## config.mk

```make
export PLATFORM = sky130hd
export DESIGN_NAME = fpes_seq
export DESIGN_NICKNAME = d
export VERILOG_FILES = /design/src/fpes_seq.v /design/src/fpes_buf2.v
export VERILOG_INCLUDE_DIRS = /design/src /design/src/src
export SDC_FILE = /design/constraint.sdc
export NUM_CORES = 2
export LEC_CHECK = 0
export BUFFER_PORTS_ARGS = -buffer_cell sky130_fd_sc_hd__buf_2
export CAP_MARGIN = 20
export CORE_MARGIN = 3
export CORE_UTILIZATION = 40
export CTS_CLUSTER_SIZE = 10
export DETAILED_ROUTE_END_ITERATION = 10
export HOLD_SLACK_MARGIN = 0.08
export PLACE_DENSITY = 0.59
export SLEW_MARGIN = 25
export SYNTH_ARGS = -nofsm -noshare
export SYNTH_HDL_FRONTEND = slang
export SYNTH_HIERARCHICAL = 1
export SYNTH_SLANG_ARGS = --single-unit
```

## constraint.sdc

```tcl
create_clock -name clk -period 5.2 [get_ports clk]
set_clock_uncertainty 0.2 [all_clocks]
set_input_delay 0.26 -clock clk [delete_from_list [all_inputs] [get_ports clk]]
set_output_delay 0.26 -clock clk [all_outputs]
set_load 0.01 [all_outputs]
```

## src/fpes_regs.vh

```
`ifndef FPES_REGS_VH
`define FPES_REGS_VH

// ==========================================
// clock
`define FPES_CLK_MHZ 125

// ==========================================
// opcodes
`define FPES_OP_LATCH_SET 8'h06
`define FPES_OP_LATCH_CLR 8'h04
`define FPES_OP_RD_SR_LO 8'h05
`define FPES_OP_RD_SR_HI 8'h35
`define FPES_OP_PROG_QUAD 8'h32
`define FPES_OP_PAGE_ERASE_A 8'h81
`define FPES_OP_PAGE_ERASE_B 8'hDB
`define FPES_OP_SMALL_ERASE 8'h20
`define FPES_OP_MEDIUM_ERASE 8'h52
`define FPES_OP_LARGE_ERASE 8'hD8
`define FPES_OP_FULL_ERASE_A 8'hC7
`define FPES_OP_FULL_ERASE_B 8'h60
`define FPES_OP_HALT 8'h75
`define FPES_OP_RESUME 8'h7A
`define FPES_OP_RST_ENABLE 8'h66
`define FPES_OP_RST 8'h99

// ==========================================
// ignored address bits per erase size
`define FPES_MASK_PAGE 24'h0000FF
`define FPES_MASK_SMALL 24'h000FFF
`define FPES_MASK_MEDIUM 24'h007FFF
`define FPES_MASK_LARGE 24'h00FFFF
`define FPES_MASK_FULL 24'hFFFFFF

// ==========================================
// status word bit positions
`define FPES_SR_BUSY 0
`define FPES_SR_WEL 1
`define FPES_SR_BP_LO 2
`define FPES_SR_QE 9
`define FPES_SR_HALT 15
`define FPES_SR_RESET 16'h0000

// ==========================================
// protection: 64 kB block index inside the array address
`define FPES_BLK_HI 17
`define FPES_BLK_LO 16

// ==========================================
// self-timed durations in microseconds
`define FPES_PROG_US 500
`define FPES_PAGE_ERASE_US 1000
`define FPES_SMALL_ERASE_US 1000
`define FPES_MEDIUM_ERASE_US 2000
`define FPES_LARGE_ERASE_US 4000
`define FPES_FULL_ERASE_US 8000
`define FPES_PROG_HALT_US 20
`define FPES_ERASE_HALT_US 20

`endif

```

## src/fpes_seq.v

```verilog
`timescale 1ns/1ps
`include "fpes_regs.vh"

module fpes_seq #(
  parameter [31:0] PROG_CYCLES = `FPES_PROG_US * `FPES_CLK_MHZ,
  parameter [31:0] PAGE_ERASE_CYCLES = `FPES_PAGE_ERASE_US * `FPES_CLK_MHZ,
  parameter [31:0] SMALL_ERASE_CYCLES = `FPES_SMALL_ERASE_US * `FPES_CLK_MHZ,
  parameter [31:0] MEDIUM_ERASE_CYCLES = `FPES_MEDIUM_ERASE_US * `FPES_CLK_MHZ,
  parameter [31:0] LARGE_ERASE_CYCLES = `FPES_LARGE_ERASE_US * `FPES_CLK_MHZ,
  parameter [31:0] FULL_ERASE_CYCLES = `FPES_FULL_ERASE_US * `FPES_CLK_MHZ,
  parameter [31:0] PROG_HALT_CYCLES = `FPES_PROG_HALT_US * `FPES_CLK_MHZ,
  parameter [31:0] ERASE_HALT_CYCLES = `FPES_ERASE_HALT_US * `FPES_CLK_MHZ
) (
  // clock and reset
  input wire clk,
  input wire rst_n,
  // serial link pins
  input wire spi_cs_n,
  input wire spi_sck,
  input wire [3:0] spi_io_in,
  output wire [3:0] spi_io_out,
  output wire [3:0] spi_io_oe,
  // configuration
  input wire quad_lane_enable_bit,
  input wire [4:0] protect_range_bits,
  // status
  output wire operation_in_progress_bit,
  output wire write_enable_latch,
  output wire halted_operation_flag,
  output wire [15:0] status_word,
  // array program stream
  output wire arr_valid,
  input wire arr_ready,
  output wire [23:0] arr_addr,
  output wire [7:0] arr_data,
  // array erase request
  output wire erase_req,
  output wire [23:0] erase_base,
  output wire [23:0] erase_mask,
  // halted region
  output wire [23:0] halted_base,
  output wire [23:0] halted_mask
);

  localparam [3:0] ST_IDLE = 4'h1;
  localparam [3:0] ST_PROG = 4'h2;
  localparam [3:0] ST_ERASE = 4'h4;
  localparam [3:0] ST_HWAIT = 4'h8;

  // ==========================================
  // pin synchronisers and edges
  reg [5:0] sync1_reg;
  reg [5:0] sync2_reg;
  reg sck_d_reg;
  reg cs_d_reg;
  wire cs_hi = sync2_reg[0];
  wire sck_s = sync2_reg[1];
  wire [3:0] io_s = sync2_reg[5:2];
  wire sck_rise = sck_s & ~sck_d_reg & ~cs_hi;
  wire sck_fall = ~sck_s & sck_d_reg & ~cs_hi;
  wire cs_rise = cs_hi & ~cs_d_reg;

  always @(posedge clk) begin
    if (!rst_n) begin
      sync1_reg <= 6'h01;
      sync2_reg <= 6'h01;
      sck_d_reg <= 1'b0;
      cs_d_reg <= 1'b1;
    end else begin
      sync1_reg <= {spi_io_in, spi_sck, spi_cs_n};
      sync2_reg <= sync1_reg;
      sck_d_reg <= sck_s;
      cs_d_reg <= cs_hi;
    end
  end

  // ==========================================
  // frame shifter
  reg [7:0] sh_reg;
  reg [2:0] bcnt_reg;
  reg [2:0] frames_reg;
  reg [7:0] opcode_reg;
  reg [23:0] addr_reg;
  reg quad_reg;
  reg rd_act_reg;
  reg rd_hi_reg;
  reg [2:0] ocnt_reg;
  reg [7:0] pg_wr_idx_reg;
  reg [255:0] pg_mask_reg;
  reg [7:0] pg_mem [0:255];
  reg [3:0] io_out_reg;
  reg [3:0] io_oe_reg;
  reg [3:0] state_reg;
  reg halted_reg;
  reg h_prog_reg;
  reg [15:0] status_reg;

  wire [7:0] din = quad_reg ? {sh_reg[3:0], io_s} : {sh_reg[6:0], io_s[0]};
  wire [2:0] bcnt_n = bcnt_reg + (quad_reg ? 3'h4 : 3'h1);
  wire byte_done = sck_rise & (bcnt_n == 3'h0);
  wire busy_now = (state_reg != ST_IDLE);
  wire load_ok = quad_lane_enable_bit & ~busy_now & ~(halted_reg & h_prog_reg);
  wire data_wr = byte_done & (frames_reg >= 3'h4) & load_ok &
    (opcode_reg == `FPES_OP_PROG_QUAD);
  wire [7:0] rd_byte = rd_hi_reg ? status_reg[15:8] : status_reg[7:0];

  always @(posedge clk) begin
    if (data_wr) begin
      pg_mem[pg_wr_idx_reg] <= din;
    end
  end

  always @(posedge clk) begin
    if (!rst_n) begin
      sh_reg <= 8'h00;
      bcnt_reg <= 3'h0;
      frames_reg <= 3'h0;
      opcode_reg <= 8'h00;
      addr_reg <= 24'h000000;
      quad_reg <= 1'b0;
      rd_act_reg <= 1'b0;
      rd_hi_reg <= 1'b0;
      ocnt_reg <= 3'h0;
      pg_wr_idx_reg <= 8'h00;
      pg_mask_reg <= {256{1'b0}};
      io_out_reg <= 4'h0;
      io_oe_reg <= 4'h0;
    end else if (cs_hi) begin
      // opcode and address stay for the execute step on the rising select
      bcnt_reg <= 3'h0;
      frames_reg <= 3'h0;
      quad_reg <= 1'b0;
      rd_act_reg <= 1'b0;
      ocnt_reg <= 3'h0;
      io_oe_reg <= 4'h0;
    end else begin
      if (sck_rise) begin
        sh_reg <= din;
        bcnt_reg <= bcnt_n;
      end
      if (byte_done) begin
        if (frames_reg != 3'h7) begin
          frames_reg <= frames_reg + 3'h1;
        end
        if (frames_reg == 3'h0) begin
          opcode_reg <= din;
          if (din == `FPES_OP_RD_SR_LO || din == `FPES_OP_RD_SR_HI) begin
            rd_act_reg <= 1'b1;
            rd_hi_reg <= (din == `FPES_OP_RD_SR_HI);
          end
          if (din == `FPES_OP_PROG_QUAD && load_ok) begin
            pg_mask_reg <= {256{1'b0}};
          end
        end else if (frames_reg <= 3'h3) begin
          addr_reg <= {addr_reg[15:0], din};
          if (frames_reg == 3'h3) begin
            pg_wr_idx_reg <= din;
            quad_reg <= quad_lane_enable_bit & (opcode_reg == `FPES_OP_PROG_QUAD);
          end
        end
        if (data_wr) begin
          // index wraps inside the page, so later bytes overwrite earlier ones
          pg_mask_reg[pg_wr_idx_reg] <= 1'b1;
          pg_wr_idx_reg <= pg_wr_idx_reg + 8'h01;
        end
      end
      if (sck_fall && rd_act_reg) begin
        io_out_reg <= {2'b00, rd_byte[3'h7 - ocnt_reg], 1'b0};
        io_oe_reg <= 4'h2;
        ocnt_reg <= ocnt_reg + 3'h1;
      end
    end
  end

  // ==========================================
  // command decode
  reg [23:0] cmd_mask;
  reg [31:0] cmd_cycles;
  reg cmd_erase;
  reg cmd_full;

  always @* begin
    cmd_mask = `FPES_MASK_PAGE;
    cmd_cycles = PAGE_ERASE_CYCLES;
    cmd_erase = 1'b1;
    cmd_full = 1'b0;
    case (opcode_reg)
      `FPES_OP_PAGE_ERASE_A, `FPES_OP_PAGE_ERASE_B: begin
        cmd_mask = `FPES_MASK_PAGE;
      end
      `FPES_OP_SMALL_ERASE: begin
        cmd_mask = `FPES_MASK_SMALL;
        cmd_cycles = SMALL_ERASE_CYCLES;
      end
      `FPES_OP_MEDIUM_ERASE: begin
        cmd_mask = `FPES_MASK_MEDIUM;
        cmd_cycles = MEDIUM_ERASE_CYCLES;
      end
      `FPES_OP_LARGE_ERASE: begin
        cmd_mask = `FPES_MASK_LARGE;
        cmd_cycles = LARGE_ERASE_CYCLES;
      end
      `FPES_OP_FULL_ERASE_A, `FPES_OP_FULL_ERASE_B: begin
        cmd_mask = `FPES_MASK_FULL;
        cmd_cycles = FULL_ERASE_CYCLES;
        cmd_full = 1'b1;
      end
      default: begin
        cmd_erase = 1'b0;
      end
    endcase
  end

  // count of protected 64 kB blocks, from the top or, with bit 4, the bottom
  function prot_hit;
    input [23:0] a;
    input [4:0] bp;
    reg [3:0] blk;
    begin
      blk = {2'b00, a[`FPES_BLK_HI:`FPES_BLK_LO]};
      if (bp[3:0] == 4'h0) begin
        prot_hit = 1'b0;
      end else if (bp[3:0] >= 4'h4) begin
        prot_hit = 1'b1;
      end else if (bp[4]) begin
        prot_hit = (blk < bp[3:0]);
      end else begin
        prot_hit = (blk >= 4'h4 - bp[3:0]);
      end
    end
  endfunction

  wire frame_ok = cs_rise & (bcnt_reg == 3'h0);
  wire addr_prot = prot_hit(addr_reg, protect_range_bits);
  wire any_prot = (protect_range_bits[3:0] != 4'h0);

  // ==========================================
  // operation sequencer
  reg wel_reg;
  reg rst_en_reg;
  reg busy_reg;
  reg [23:0] er_base_reg;
  reg [23:0] er_mask_reg;
  reg er_full_reg;
  reg [31:0] er_tmr_reg;
  reg [23:0] pg_base_reg;
  reg [7:0] pg_idx_reg;
  reg pg_stream_reg;
  reg [31:0] pg_tmr_reg;
  reg [31:0] hw_tmr_reg;
  reg erase_req_reg;
  reg [23:0] halted_base_reg;
  reg [23:0] halted_mask_reg;
  reg [15:0] status_next;
  wire buf_in_ready;
  wire buf_in_valid = (state_reg == ST_PROG) & pg_stream_reg & pg_mask_reg[pg_idx_reg];
  // guard against suspending in the very cycle an operation completes
  wire prog_halt_ok = (state_reg == ST_PROG) & ~halted_reg &
    (pg_stream_reg | (pg_tmr_reg > 32'h1));
  wire erase_halt_ok = (state_reg == ST_ERASE) & ~er_full_reg & (er_tmr_reg > 32'h1);
  wire prog_region_ok = ~halted_reg |
    (~h_prog_reg & ((addr_reg & ~er_mask_reg) != er_base_reg));

  always @(posedge clk) begin
    if (!rst_n) begin
      state_reg <= ST_IDLE;
      wel_reg <= 1'b0;
      halted_reg <= 1'b0;
      h_prog_reg <= 1'b0;
      rst_en_reg <= 1'b0;
      er_base_reg <= 24'h000000;
      er_mask_reg <= 24'h000000;
      er_full_reg <= 1'b0;
      er_tmr_reg <= 32'h0;
      pg_base_reg <= 24'h000000;
      pg_idx_reg <= 8'h00;
      pg_stream_reg <= 1'b0;
      pg_tmr_reg <= 32'h0;
      hw_tmr_reg <= 32'h0;
      erase_req_reg <= 1'b0;
      halted_base_reg <= 24'h000000;
      halted_mask_reg <= 24'h000000;
    end else begin
      erase_req_reg <= 1'b0;
      case (state_reg)
        ST_IDLE: begin
        end
        ST_PROG: begin
          if (pg_stream_reg) begin
            if (!pg_mask_reg[pg_idx_reg] || buf_in_ready) begin
              pg_idx_reg <= pg_idx_reg + 8'h01;
              if (pg_idx_reg == 8'hFF) begin
                pg_stream_reg <= 1'b0;
              end
            end
          end else if (pg_tmr_reg <= 32'h1) begin
            state_reg <= ST_IDLE;
            wel_reg <= 1'b0;
          end else begin
            pg_tmr_reg <= pg_tmr_reg - 32'h1;
          end
        end
        ST_ERASE: begin
          if (er_tmr_reg <= 32'h1) begin
            state_reg <= ST_IDLE;
            wel_reg <= 1'b0;
            erase_req_reg <= 1'b1;
          end else begin
            er_tmr_reg <= er_tmr_reg - 32'h1;
          end
        end
        ST_HWAIT: begin
          if (hw_tmr_reg <= 32'h1) begin
            state_reg <= ST_IDLE;
            wel_reg <= 1'b0;
            halted_reg <= 1'b1;
            halted_base_reg <= h_prog_reg ? pg_base_reg : er_base_reg;
            halted_mask_reg <= h_prog_reg ? `FPES_MASK_PAGE : er_mask_reg;
          end else begin
            hw_tmr_reg <= hw_tmr_reg - 32'h1;
          end
        end
        default: begin
          state_reg <= ST_IDLE;
        end
      endcase
      if (frame_ok) begin
        rst_en_reg <= (opcode_reg == `FPES_OP_RST_ENABLE) & (frames_reg == 3'h1);
        if (opcode_reg == `FPES_OP_RST && frames_reg == 3'h1 && rst_en_reg) begin
          state_reg <= ST_IDLE;
          wel_reg <= 1'b0;
          halted_reg <= 1'b0;
          pg_stream_reg <= 1'b0;
        end else if (opcode_reg == `FPES_OP_LATCH_SET) begin
          if (frames_reg == 3'h1 && !busy_now && !(halted_reg && h_prog_reg)) begin
            wel_reg <= 1'b1;
          end
        end else if (opcode_reg == `FPES_OP_LATCH_CLR) begin
          if (frames_reg == 3'h1 && !busy_now) begin
            wel_reg <= 1'b0;
          end
        end else if (opcode_reg == `FPES_OP_HALT) begin
          if (frames_reg == 3'h1 && (prog_halt_ok || erase_halt_ok)) begin
            state_reg <= ST_HWAIT;
            h_prog_reg <= prog_halt_ok;
            hw_tmr_reg <= prog_halt_ok ? PROG_HALT_CYCLES : ERASE_HALT_CYCLES;
          end
        end else if (opcode_reg == `FPES_OP_RESUME) begin
          if (frames_reg == 3'h1 && halted_reg && !busy_now) begin
            halted_reg <= 1'b0;
            state_reg <= h_prog_reg ? ST_PROG : ST_ERASE;
          end
        end else if (cmd_erase) begin
          if (!busy_now && !halted_reg && wel_reg &&
              (cmd_full ? (frames_reg == 3'h1 && !any_prot)
                        : (frames_reg == 3'h4 && !addr_prot))) begin
            state_reg <= ST_ERASE;
            er_base_reg <= addr_reg & ~cmd_mask;
            er_mask_reg <= cmd_mask;
            er_full_reg <= cmd_full;
            er_tmr_reg <= cmd_cycles;
          end
        end else if (opcode_reg == `FPES_OP_PROG_QUAD) begin
          if (frames_reg >= 3'h5 && load_ok && wel_reg && !addr_prot && prog_region_ok) begin
            state_reg <= ST_PROG;
            pg_base_reg <= addr_reg & ~`FPES_MASK_PAGE;
            pg_idx_reg <= 8'h00;
            pg_stream_reg <= 1'b1;
            pg_tmr_reg <= PROG_CYCLES;
          end
        end
      end
    end
  end

  // ==========================================
  // status word
  always @* begin
    status_next = `FPES_SR_RESET;
    status_next[`FPES_SR_BUSY] = busy_now;
    status_next[`FPES_SR_WEL] = wel_reg;
    status_next[`FPES_SR_BP_LO+4:`FPES_SR_BP_LO] = protect_range_bits;
    status_next[`FPES_SR_QE] = quad_lane_enable_bit;
    status_next[`FPES_SR_HALT] = halted_reg;
  end

  always @(posedge clk) begin
    if (!rst_n) begin
      status_reg <= `FPES_SR_RESET;
      busy_reg <= 1'b0;
    end else begin
      status_reg <= status_next;
      busy_reg <= busy_now;
    end
  end

  // ==========================================
  // program stream buffer; a stalled array pauses the page walk
  wire [31:0] buf_out;

  fpes_buf2 #(
    .WIDTH(32)
  ) u_buf (
    .clk(clk),
    .rst_n(rst_n),
    .in_valid(buf_in_valid),
    .in_ready(buf_in_ready),
    .in_data({pg_base_reg[23:8], pg_idx_reg, pg_mem[pg_idx_reg]}),
    .out_valid(arr_valid),
    .out_ready(arr_ready),
    .out_data(buf_out)
  );

  assign arr_addr = buf_out[31:8];
  assign arr_data = buf_out[7:0];
  assign spi_io_out = io_out_reg;
  assign spi_io_oe = io_oe_reg;
  assign operation_in_progress_bit = busy_reg;
  assign write_enable_latch = wel_reg;
  assign halted_operation_flag = halted_reg;
  assign status_word = status_reg;
  assign erase_req = erase_req_reg;
  assign erase_base = er_base_reg;
  assign erase_mask = er_mask_reg;
  assign halted_base = halted_base_reg;
  assign halted_mask = halted_mask_reg;

endmodule

```

## src/fpes_buf2.v

```verilog
`timescale 1ns/1ps

module fpes_buf2 #(
  parameter WIDTH = 32
) (
  // clock and reset
  input wire clk,
  input wire rst_n,
  // filling side
  input wire in_valid,
  output wire in_ready,
  input wire [WIDTH-1:0] in_data,
  // draining side
  output wire out_valid,
  input wire out_ready,
  output wire [WIDTH-1:0] out_data
);

  reg [WIDTH-1:0] head_reg;
  reg [WIDTH-1:0] tail_reg;
  reg head_v_reg;
  reg tail_v_reg;
  wire push;
  wire pop;

  // full only when both slots hold a word; no push-through when full
  assign in_ready = ~tail_v_reg;
  assign out_valid = head_v_reg;
  assign out_data = head_reg;
  assign push = in_valid & ~tail_v_reg;
  assign pop = head_v_reg & out_ready;

  always @(posedge clk) begin
    if (!rst_n) begin
      head_reg <= {WIDTH{1'b0}};
      tail_reg <= {WIDTH{1'b0}};
      head_v_reg <= 1'b0;
      tail_v_reg <= 1'b0;
    end else if (pop) begin
      if (tail_v_reg) begin
        head_reg <= tail_reg;
        if (push) begin
          tail_reg <= in_data;
        end else begin
          tail_v_reg <= 1'b0;
        end
      end else if (push) begin
        head_reg <= in_data;
      end else begin
        head_v_reg <= 1'b0;
      end
    end else if (push) begin
      if (!head_v_reg) begin
        head_reg <= in_data;
        head_v_reg <= 1'b1;
      end else begin
        tail_reg <= in_data;
        tail_v_reg <= 1'b1;
      end
    end
  end

endmodule

```

## Yosys cells after proc, flatten, opt, wreduce, memory -nomap -nowiden

Memory sizes are Yosys's and may differ from the RTL's. A register that Yosys moved wholly into a read port is not among the register bits.
Cells that the tools add are included.

| word-level totals | value |
|---|---|
| bits in registers | 641 |
| bits in writable memories | 2048 |
| input bits | 15 |
| output and inout port bits | 157 |
| memories kept | 1 |

| cells by class | value |
|---|---|
| add/sub/neg operators | 10 |
| order comparisons | 15 |
| eq/ne operators | 34 |
| muxes and demuxes | 144 |
| bitwise operators | 49 |
| reduce and logical (&&, ||, !) cells | 61 |

Memories:

| memory | words | bits a word | rd ports | clocked after memory_dff | write ports | line | source |
|---|---|---|---|---|---|---|---|
| pg_mem | 256 | 8 | 1 | 1 | 1 | fpes_seq.v:90 | `reg [7:0] pg_mem [0:255];` |

Operator list:

| kind | count |
|---|---|
| $mux W256 | 6 |
| $mux W32 | 39 |
| $or A256 B256 Y256 | 1 |
| $mux W8 | 19 |
| $le A32 B1 Y1 const B | 3 |
| $pmux W24 S4 | 1 |
| $sub A32 B1 Y32 const B | 3 |
| $gt A32 B1 Y1 const B | 2 |
| $mux W4 | 16 |
| $pmux W20 S3 | 1 |
| $mux W1 | 53 |
| $and A24 B24 Y24 | 2 |
| $eq A8 B8 Y1 const B | 6 |
| $mux W24 | 2 |
| $not A24 Y24 | 2 |
| $eq A8 B7 Y1 const B | 5 |
| $eq A8 B6 Y1 const B | 4 |
| $and A1 B1 Y1 | 24 |
| $eq A8 B3 Y1 const B | 3 |
| $ne A24 B24 Y1 | 1 |
| $logic_and A1 B1 Y1 | 20 |
| $lt A8 B9 Y1 const B | 2 |
| $not A1 Y1 | 18 |
| $add A8 B1 Y8 const B | 2 |
| 44 further kinds | 78 |

## Depth between registers and ports, before layout

| logic depth | value |
|---|---|
| depth after elaboration | 18 |
| mapped depth | 17 |
| mapped depth without buffers | 11 |

## Modules after synthesis

Netlist, hierarchy kept.

Modules (own cells, without submodules):

| module | instances | cells an instance | area each (µm²) | sequential area each (µm²) |
|---|---|---|---|---|
| fpes_seq | 1 | 5837 | 102062.9 | 71748.8 |
| fpes_buf2 | 1 | 265 | 2556.2 | 1321.3 |

## Least setup slack after synthesis

OpenSTA, ideal clock, no wires.

| timing path | value |
|---|---|
| kind | flip-flop to flip-flop |
| start | reg quad_reg |
| end | reg pg_mask_reg[32] |
| library setup time | 0.066 ns |
| arrival | 5.090 ns |
| required time | 4.934 ns |
| setup slack | -0.155 ns |
| cell stages (with the launch flop) | 10 |
| period minus slack after synthesis | 5.355 ns |
| cells stage by stage | dfxtp_1 clkbuf_1 mux2i_1 inv_1 nor3_1 nand4_1 clkbuf_1 clkbuf_1 a22oi_1 nor2_1 |

| on the way | value |
|---|---|
| cells in the longest elaborated chain, start to end | 10 |
| elaborated cells on any way between the ends | 18 |

Ends and longest elaborated chain:

| what | line | source |
|---|---|---|
| start, declared | fpes_seq.v:84 | `reg quad_reg;` |
| start signal, assigned | fpes_seq.v:158 | `` quad_reg <= quad_lane_enable_bit & (opcode_reg == `FPES_OP_PROG_QUAD); `` |
| $mux W8 * | fpes_seq.v:98 | `wire [7:0] din = quad_reg ? {sh_reg[3:0], io_s} : {sh_reg[6:0], io_s[0]};` |
| named net din[3] | fpes_seq.v:98 |  |
| $eq A8 B6 Y1 (no source line) * | -- |  |
| $logic_and A1 B1 Y1 * | fpes_seq.v:151 | `` if (din == `FPES_OP_PROG_QUAD && load_ok) begin `` |
| $mux W256 * | fpes_seq.v:151 |  |
| $mux W256 * | fpes_seq.v:145 | `if (frames_reg == 3'h0) begin` |
| $mux W256 * | fpes_seq.v:141 | `if (byte_done) begin` |
| $mux W256 * | fpes_seq.v:128 | `end else if (cs_hi) begin` |
| $mux W256 * | fpes_seq.v:114 | `if (!rst_n) begin` |
| $or A256 B256 Y256 (no source line) | -- |  |
| $mux W256 * | fpes_seq.v:161 | `if (data_wr) begin` |
| end signal, assigned | fpes_seq.v:125 | `pg_mask_reg <= {256{1'b0}};` |
| end signal, assigned | fpes_seq.v:152 | `pg_mask_reg <= {256{1'b0}};` |
| end, declared | fpes_seq.v:89 | `reg [255:0] pg_mask_reg;` |

Mark *: on every way through the listed nets, which the timed path passes. The rest lies on a longest branch. The select of a mux whose other input is x is not followed.
A chain may end at the register's enable or synchronous reset.

## Worst setup path in the final report

| timing path | value |
|---|---|
| start | reg pg_idx_reg[1] |
| end | reg u_buf.head_reg[25] (netlist: u_buf/out_data[25]) |

| on the way | value |
|---|---|
| cells in the longest elaborated chain, start to end | 6 |
| elaborated cells on any way between the ends | 7 |

Ends and longest elaborated chain:

| what | line | source |
|---|---|---|
| start, declared | fpes_seq.v:247 | `reg [7:0] pg_idx_reg;` |
| start signal, assigned | fpes_seq.v:291 | `pg_idx_reg <= pg_idx_reg + 8'h01;` |
| $bmux W1 S8 * | fpes_seq.v:256 | `wire buf_in_valid = (state_reg == ST_PROG) & pg_stream_reg & pg_mask_reg[pg_idx_reg];` |
| $mux W1 (implied by the code) * | fpes_seq.v:256 |  |
| $and A1 B1 Y1 * | fpes_seq.v:256 |  |
| named net buf_in_valid | fpes_seq.v:256 |  |
| $and A1 B1 Y1 * | fpes_buf2.v:30 | `assign push = in_valid & ~tail_v_reg;` |
| $reduce_bool A2 Y1 (no source line) | -- |  |
| $reduce_and A3 Y1 (no source line) * | -- |  |
| end signal, assigned | fpes_buf2.v:35 | `head_reg <= {WIDTH{1'b0}};` |
| end signal, assigned | fpes_buf2.v:41 | `head_reg <= tail_reg;` |
| end signal, assigned | fpes_buf2.v:48 | `head_reg <= in_data;` |
| end, declared | fpes_buf2.v:19 | `reg [WIDTH-1:0] head_reg;` |

Marked as above.

==> results.tsv <==
stage	metric	value	unit
status	status	finished clean	
synth	area of the mapped netlist	105000	um^2
finish	Post-Layout Cell Count	10161	
timing	Final Hold Fails	0	
place	Buffers on Ports	142	
floorplan	placement row count	187	
critical_path	critical path type	register to register	
floorplan	die area	268000	um^2
timing	max_slew headroom	26.6	%
floorplan	die width	517	um
clock_network	H-tree lvl count	5	
place	RD Place Congestion	0.818	
finish	max reg flops	2048	
timing	fmax	229	MHz
synth	Cell variety after synth	88	
synth	predominant post-synthesis flop cell	edfxtp_1	
clock_network	CTS tree	yes	
route	Via Count	57995	
synth	#FFs+latches synth	2626	
global_routing	antenna violations before repair	13	
floorplan	Core ar.	260000	um^2
route	post-route ant nets	0	
synth	yosys warns	6	
finish	nets	6586	
critical_path	worst reg2reg path depth	12	
job	max_cap viols	0	
synth	asr flop ratio synth	0	%
place	placed cell count	9684	
min_path	Hold Crit Depth	5	
floorplan	# IOs	172	
min_path	Hold Path Sink	u_buf/out_valid$_SDFFE_PN0P_	
synth	Syn Area/Cell	17.1	um^2
min_path	HP Start	arr_ready	
route	drt drc	0	
clock_network	clock buffer depth	4	
global_routing	grt ovf	0	
route	drt wl/cell	26.9	um
critical_path	CP Launch Type	register	
global_routing	largest net degree at the start of global routing	257	
finish	Layout area overhead	14.8	%
clock_network	CTS Root Cell	clkbuf_16	
clock_network	worst skew pair latency	0.94	ns
synth	part of the Yosys area used for sequential elements	69.8	%
route	Vias per Instance	5.71	
timing	endpoints failing setup	0	
route	Pre-Repair DR Iteration Count	8	
critical_path	slowest library cell on the worst path	dfxtp_4	
route	DR iter-0 viols	6140	
pwr	Power Total	41900	uW
place	estimated wirelength of the detail-placed design	165000	um
critical_path	CP max stage delay	0.79	ns
clock_network	clock-pin slew on the worst setup and hold paths	0.06	ns
timing	Slew Viols, Final	0	
route	Post-Route WL	273000	um
timing	Final period util	84.1	%
timing	Worst-Margin Slew	1.09	ns
global_routing	GR Util All Layers	20.2	%
global_routing	first-pass GRT wire length	400000	um
min_path	HP Class	input port to register	
floorplan	die height	517	um
finish	layout cells sized above 1	25.7	%
pwr	LEAKAGE	0.0380	uW
pwr	PD cells	349	nW/um^2
critical_path	R2R Path Start	pg_idx_reg[1]$_SDFF_PN0_	
floorplan	Starting Density	40.2	%
synth	number of synthesized flops with an enable pin	2048	
clock_network	cts bufs inserted	319	
critical_path	crit path max fanout	30	
critical_path	Required @ worst endpoint	5.78	ns
timing	min cycle time layout	4.37	ns
critical_path	cells along the critical path	buf_12, mux4_2, mux2i_1, nor2_1, o31a_1, nor2_1, o22ai_1, and2_1, nor2b_1, o21a_2, buf_12, o221a_1	
timing	RSZ-0062 raised after global routing	false	
pwr	Max IR drop VDD	0.000367	V
clock_network	TritonCTS Sinks	2626	
timing	Setup TNS Final	0	ns
synth	cells after synthesis	6102	
critical_path	reg2reg end	u_buf/out_data[25]$_SDFFE_PN0P_	
global_routing	vias in the first global route	57713	
critical_path	CP Capture Type	register	
critical_path	R2R Setup Slk	0.83	ns
critical_path	Critical Path AT	4.95	ns
where the power goes:
part	internal, uW	total (uW)	switching [uW]
Combinational	51.0	238	187
Sequential	22400	22400	4.77
Clock	11300	19200	7940
synth_stat cells, types with 7 or more instances:
library cell	number	area, um^2
edfxtp_1	2048	61500
nor2_1	748	2810
mux4_2	729	16400
dfxtp_1	578	11600
nand2_1	265	995
a22oi_1	261	1960
clkbuf_1	238	893
a21oi_1	136	681
buf_2	118	591
buf_4	84	631
mux2i_1	68	681
xnor2_1	61	534
nor3_1	60	300
nand3_1	55	275
a211oi_1	48	360
o21ai_0	48	240
inv_1	41	154
buf_1	39	146
and2_1	35	219
o21a_1	35	263
xor2_1	35	307
o221a_1	32	360
nand2b_1	30	188
or3_1	26	163
nor4_1	24	150
ha_1	23	288
nor2b_1	22	138
or4_1	16	120
a31oi_1	15	93.8
nand3b_1	11	82.6
nand4_1	10	62.6
nor4b_1	10	87.6
and3_1	9	56.3
o211ai_1	8	60.1
or2_2	8	50.1
buf_6	7	78.8
or4_4	7	78.8
cells by family after synthesis:
family                   Yosys count  share of synthesized area [%]
multiplexers                     803                           16.4
buffers and inverters            534                           2.41
AND/OR/NAND/NOR                 1368                           5.84
adder cells (fa/ha/maj)           23                          0.275
other                              1                        0.00358
AO/OA/AOI/OAI                    651                           4.42
XOR/XNOR                          96                          0.804
flip-flops                      2626                           69.8
cell type report:
class,count,area [um^2]
Timing Repair Buffer,583,4460
Antenna cell,4,10.0
Clock buffer,417,8520
Tap cell,3496,4370
Fill cell,22002,140000
Sequential cell,2626,73100
Clock inverter,17,148
Multi-Input combinational cell,2970,29300
Inverter,48,236
worst max-delay path, delay by kind of cell, from the launching register on:
kind,cells,cell delay [ns]
AO/OA/AOI/OAI,4,1.07
buffers and inverters,2,0.55
flip-flops,1,0.79
multiplexers,2,0.80
AND/OR/NAND/NOR,4,0.78
metal layers:
metal  wire length (um)  vias to the layer above  GRT usage (%)
li1                   -                    24794              -
met1             115000                    30543           28.3
met2             131000                     2249           32.5
met3              21100                      409           3.93
met4               5950                        0           4.74
met5                  0                        -              0
metrics by stage:
step / setup WS [ns] / hold WS, ns / utilization (%) / instance area, um^2
2_1_floorplan: 0.0851 / 0.160 / - / 105000
3_3_place_gp: 0.852 / 0.222 / 42.7 / 111000
3_5_place_dp: 0.833 / 0.206 / 42.7 / 111000
4_1_cts: 0.812 / 0.0992 / 46.2 / 120000
5_1_grt: 0.615 / 0.165 / 46.2 / 120000
6_report: 0.825 / 0.159 / 46.2 / 120000
cell usage in the layout (no fill, tap or decap), types with 68 or more instances in the layout:
cell and n:
mux4_2 729, clkbuf_1 87, edfxtp_1 2048, clkbuf_16 324, buf_4 375, buf_2 142, nand2_1 253, nor2_1 737
a21oi_1 136, mux2i_1 68, a22oi_1 261, dfxtp_1 571
repair_timing:
item | in CTS | in global routing
resized for setup | 0 | 0
buffers inserted | 0 | 0
hold buffers | 38 | 0
hold endpoints to repair | 106 | 0
how the worst max path moves through the flow:
stage	startpoint	endpoint	slack [ns]
2_1_floorplan	quad_reg$_SDFFE_PP0P_	pg_mask_reg[32]$_SDFFE_PN0P_	0.09
6_report	pg_idx_reg[1]$_SDFF_PN0_	u_buf/out_data[25]$_SDFFE_PN0P_	0.83
5_1_grt	pg_idx_reg[1]$_SDFF_PN0_	u_buf/out_data[22]$_SDFFE_PN0P_	0.61
3_5_place_dp	pg_idx_reg[1]$_SDFF_PN0_	u_buf/out_data[18]$_SDFFE_PN0P_	0.83
3_3_place_gp	pg_idx_reg[1]$_SDFF_PN0_	u_buf/out_data[21]$_SDFFE_PN0P_	0.85
4_1_cts	pg_idx_reg[1]$_SDFF_PN0_	u_buf/out_data[25]$_SDFFE_PN0P_	0.81
Power figures use the tool's default switching activity.
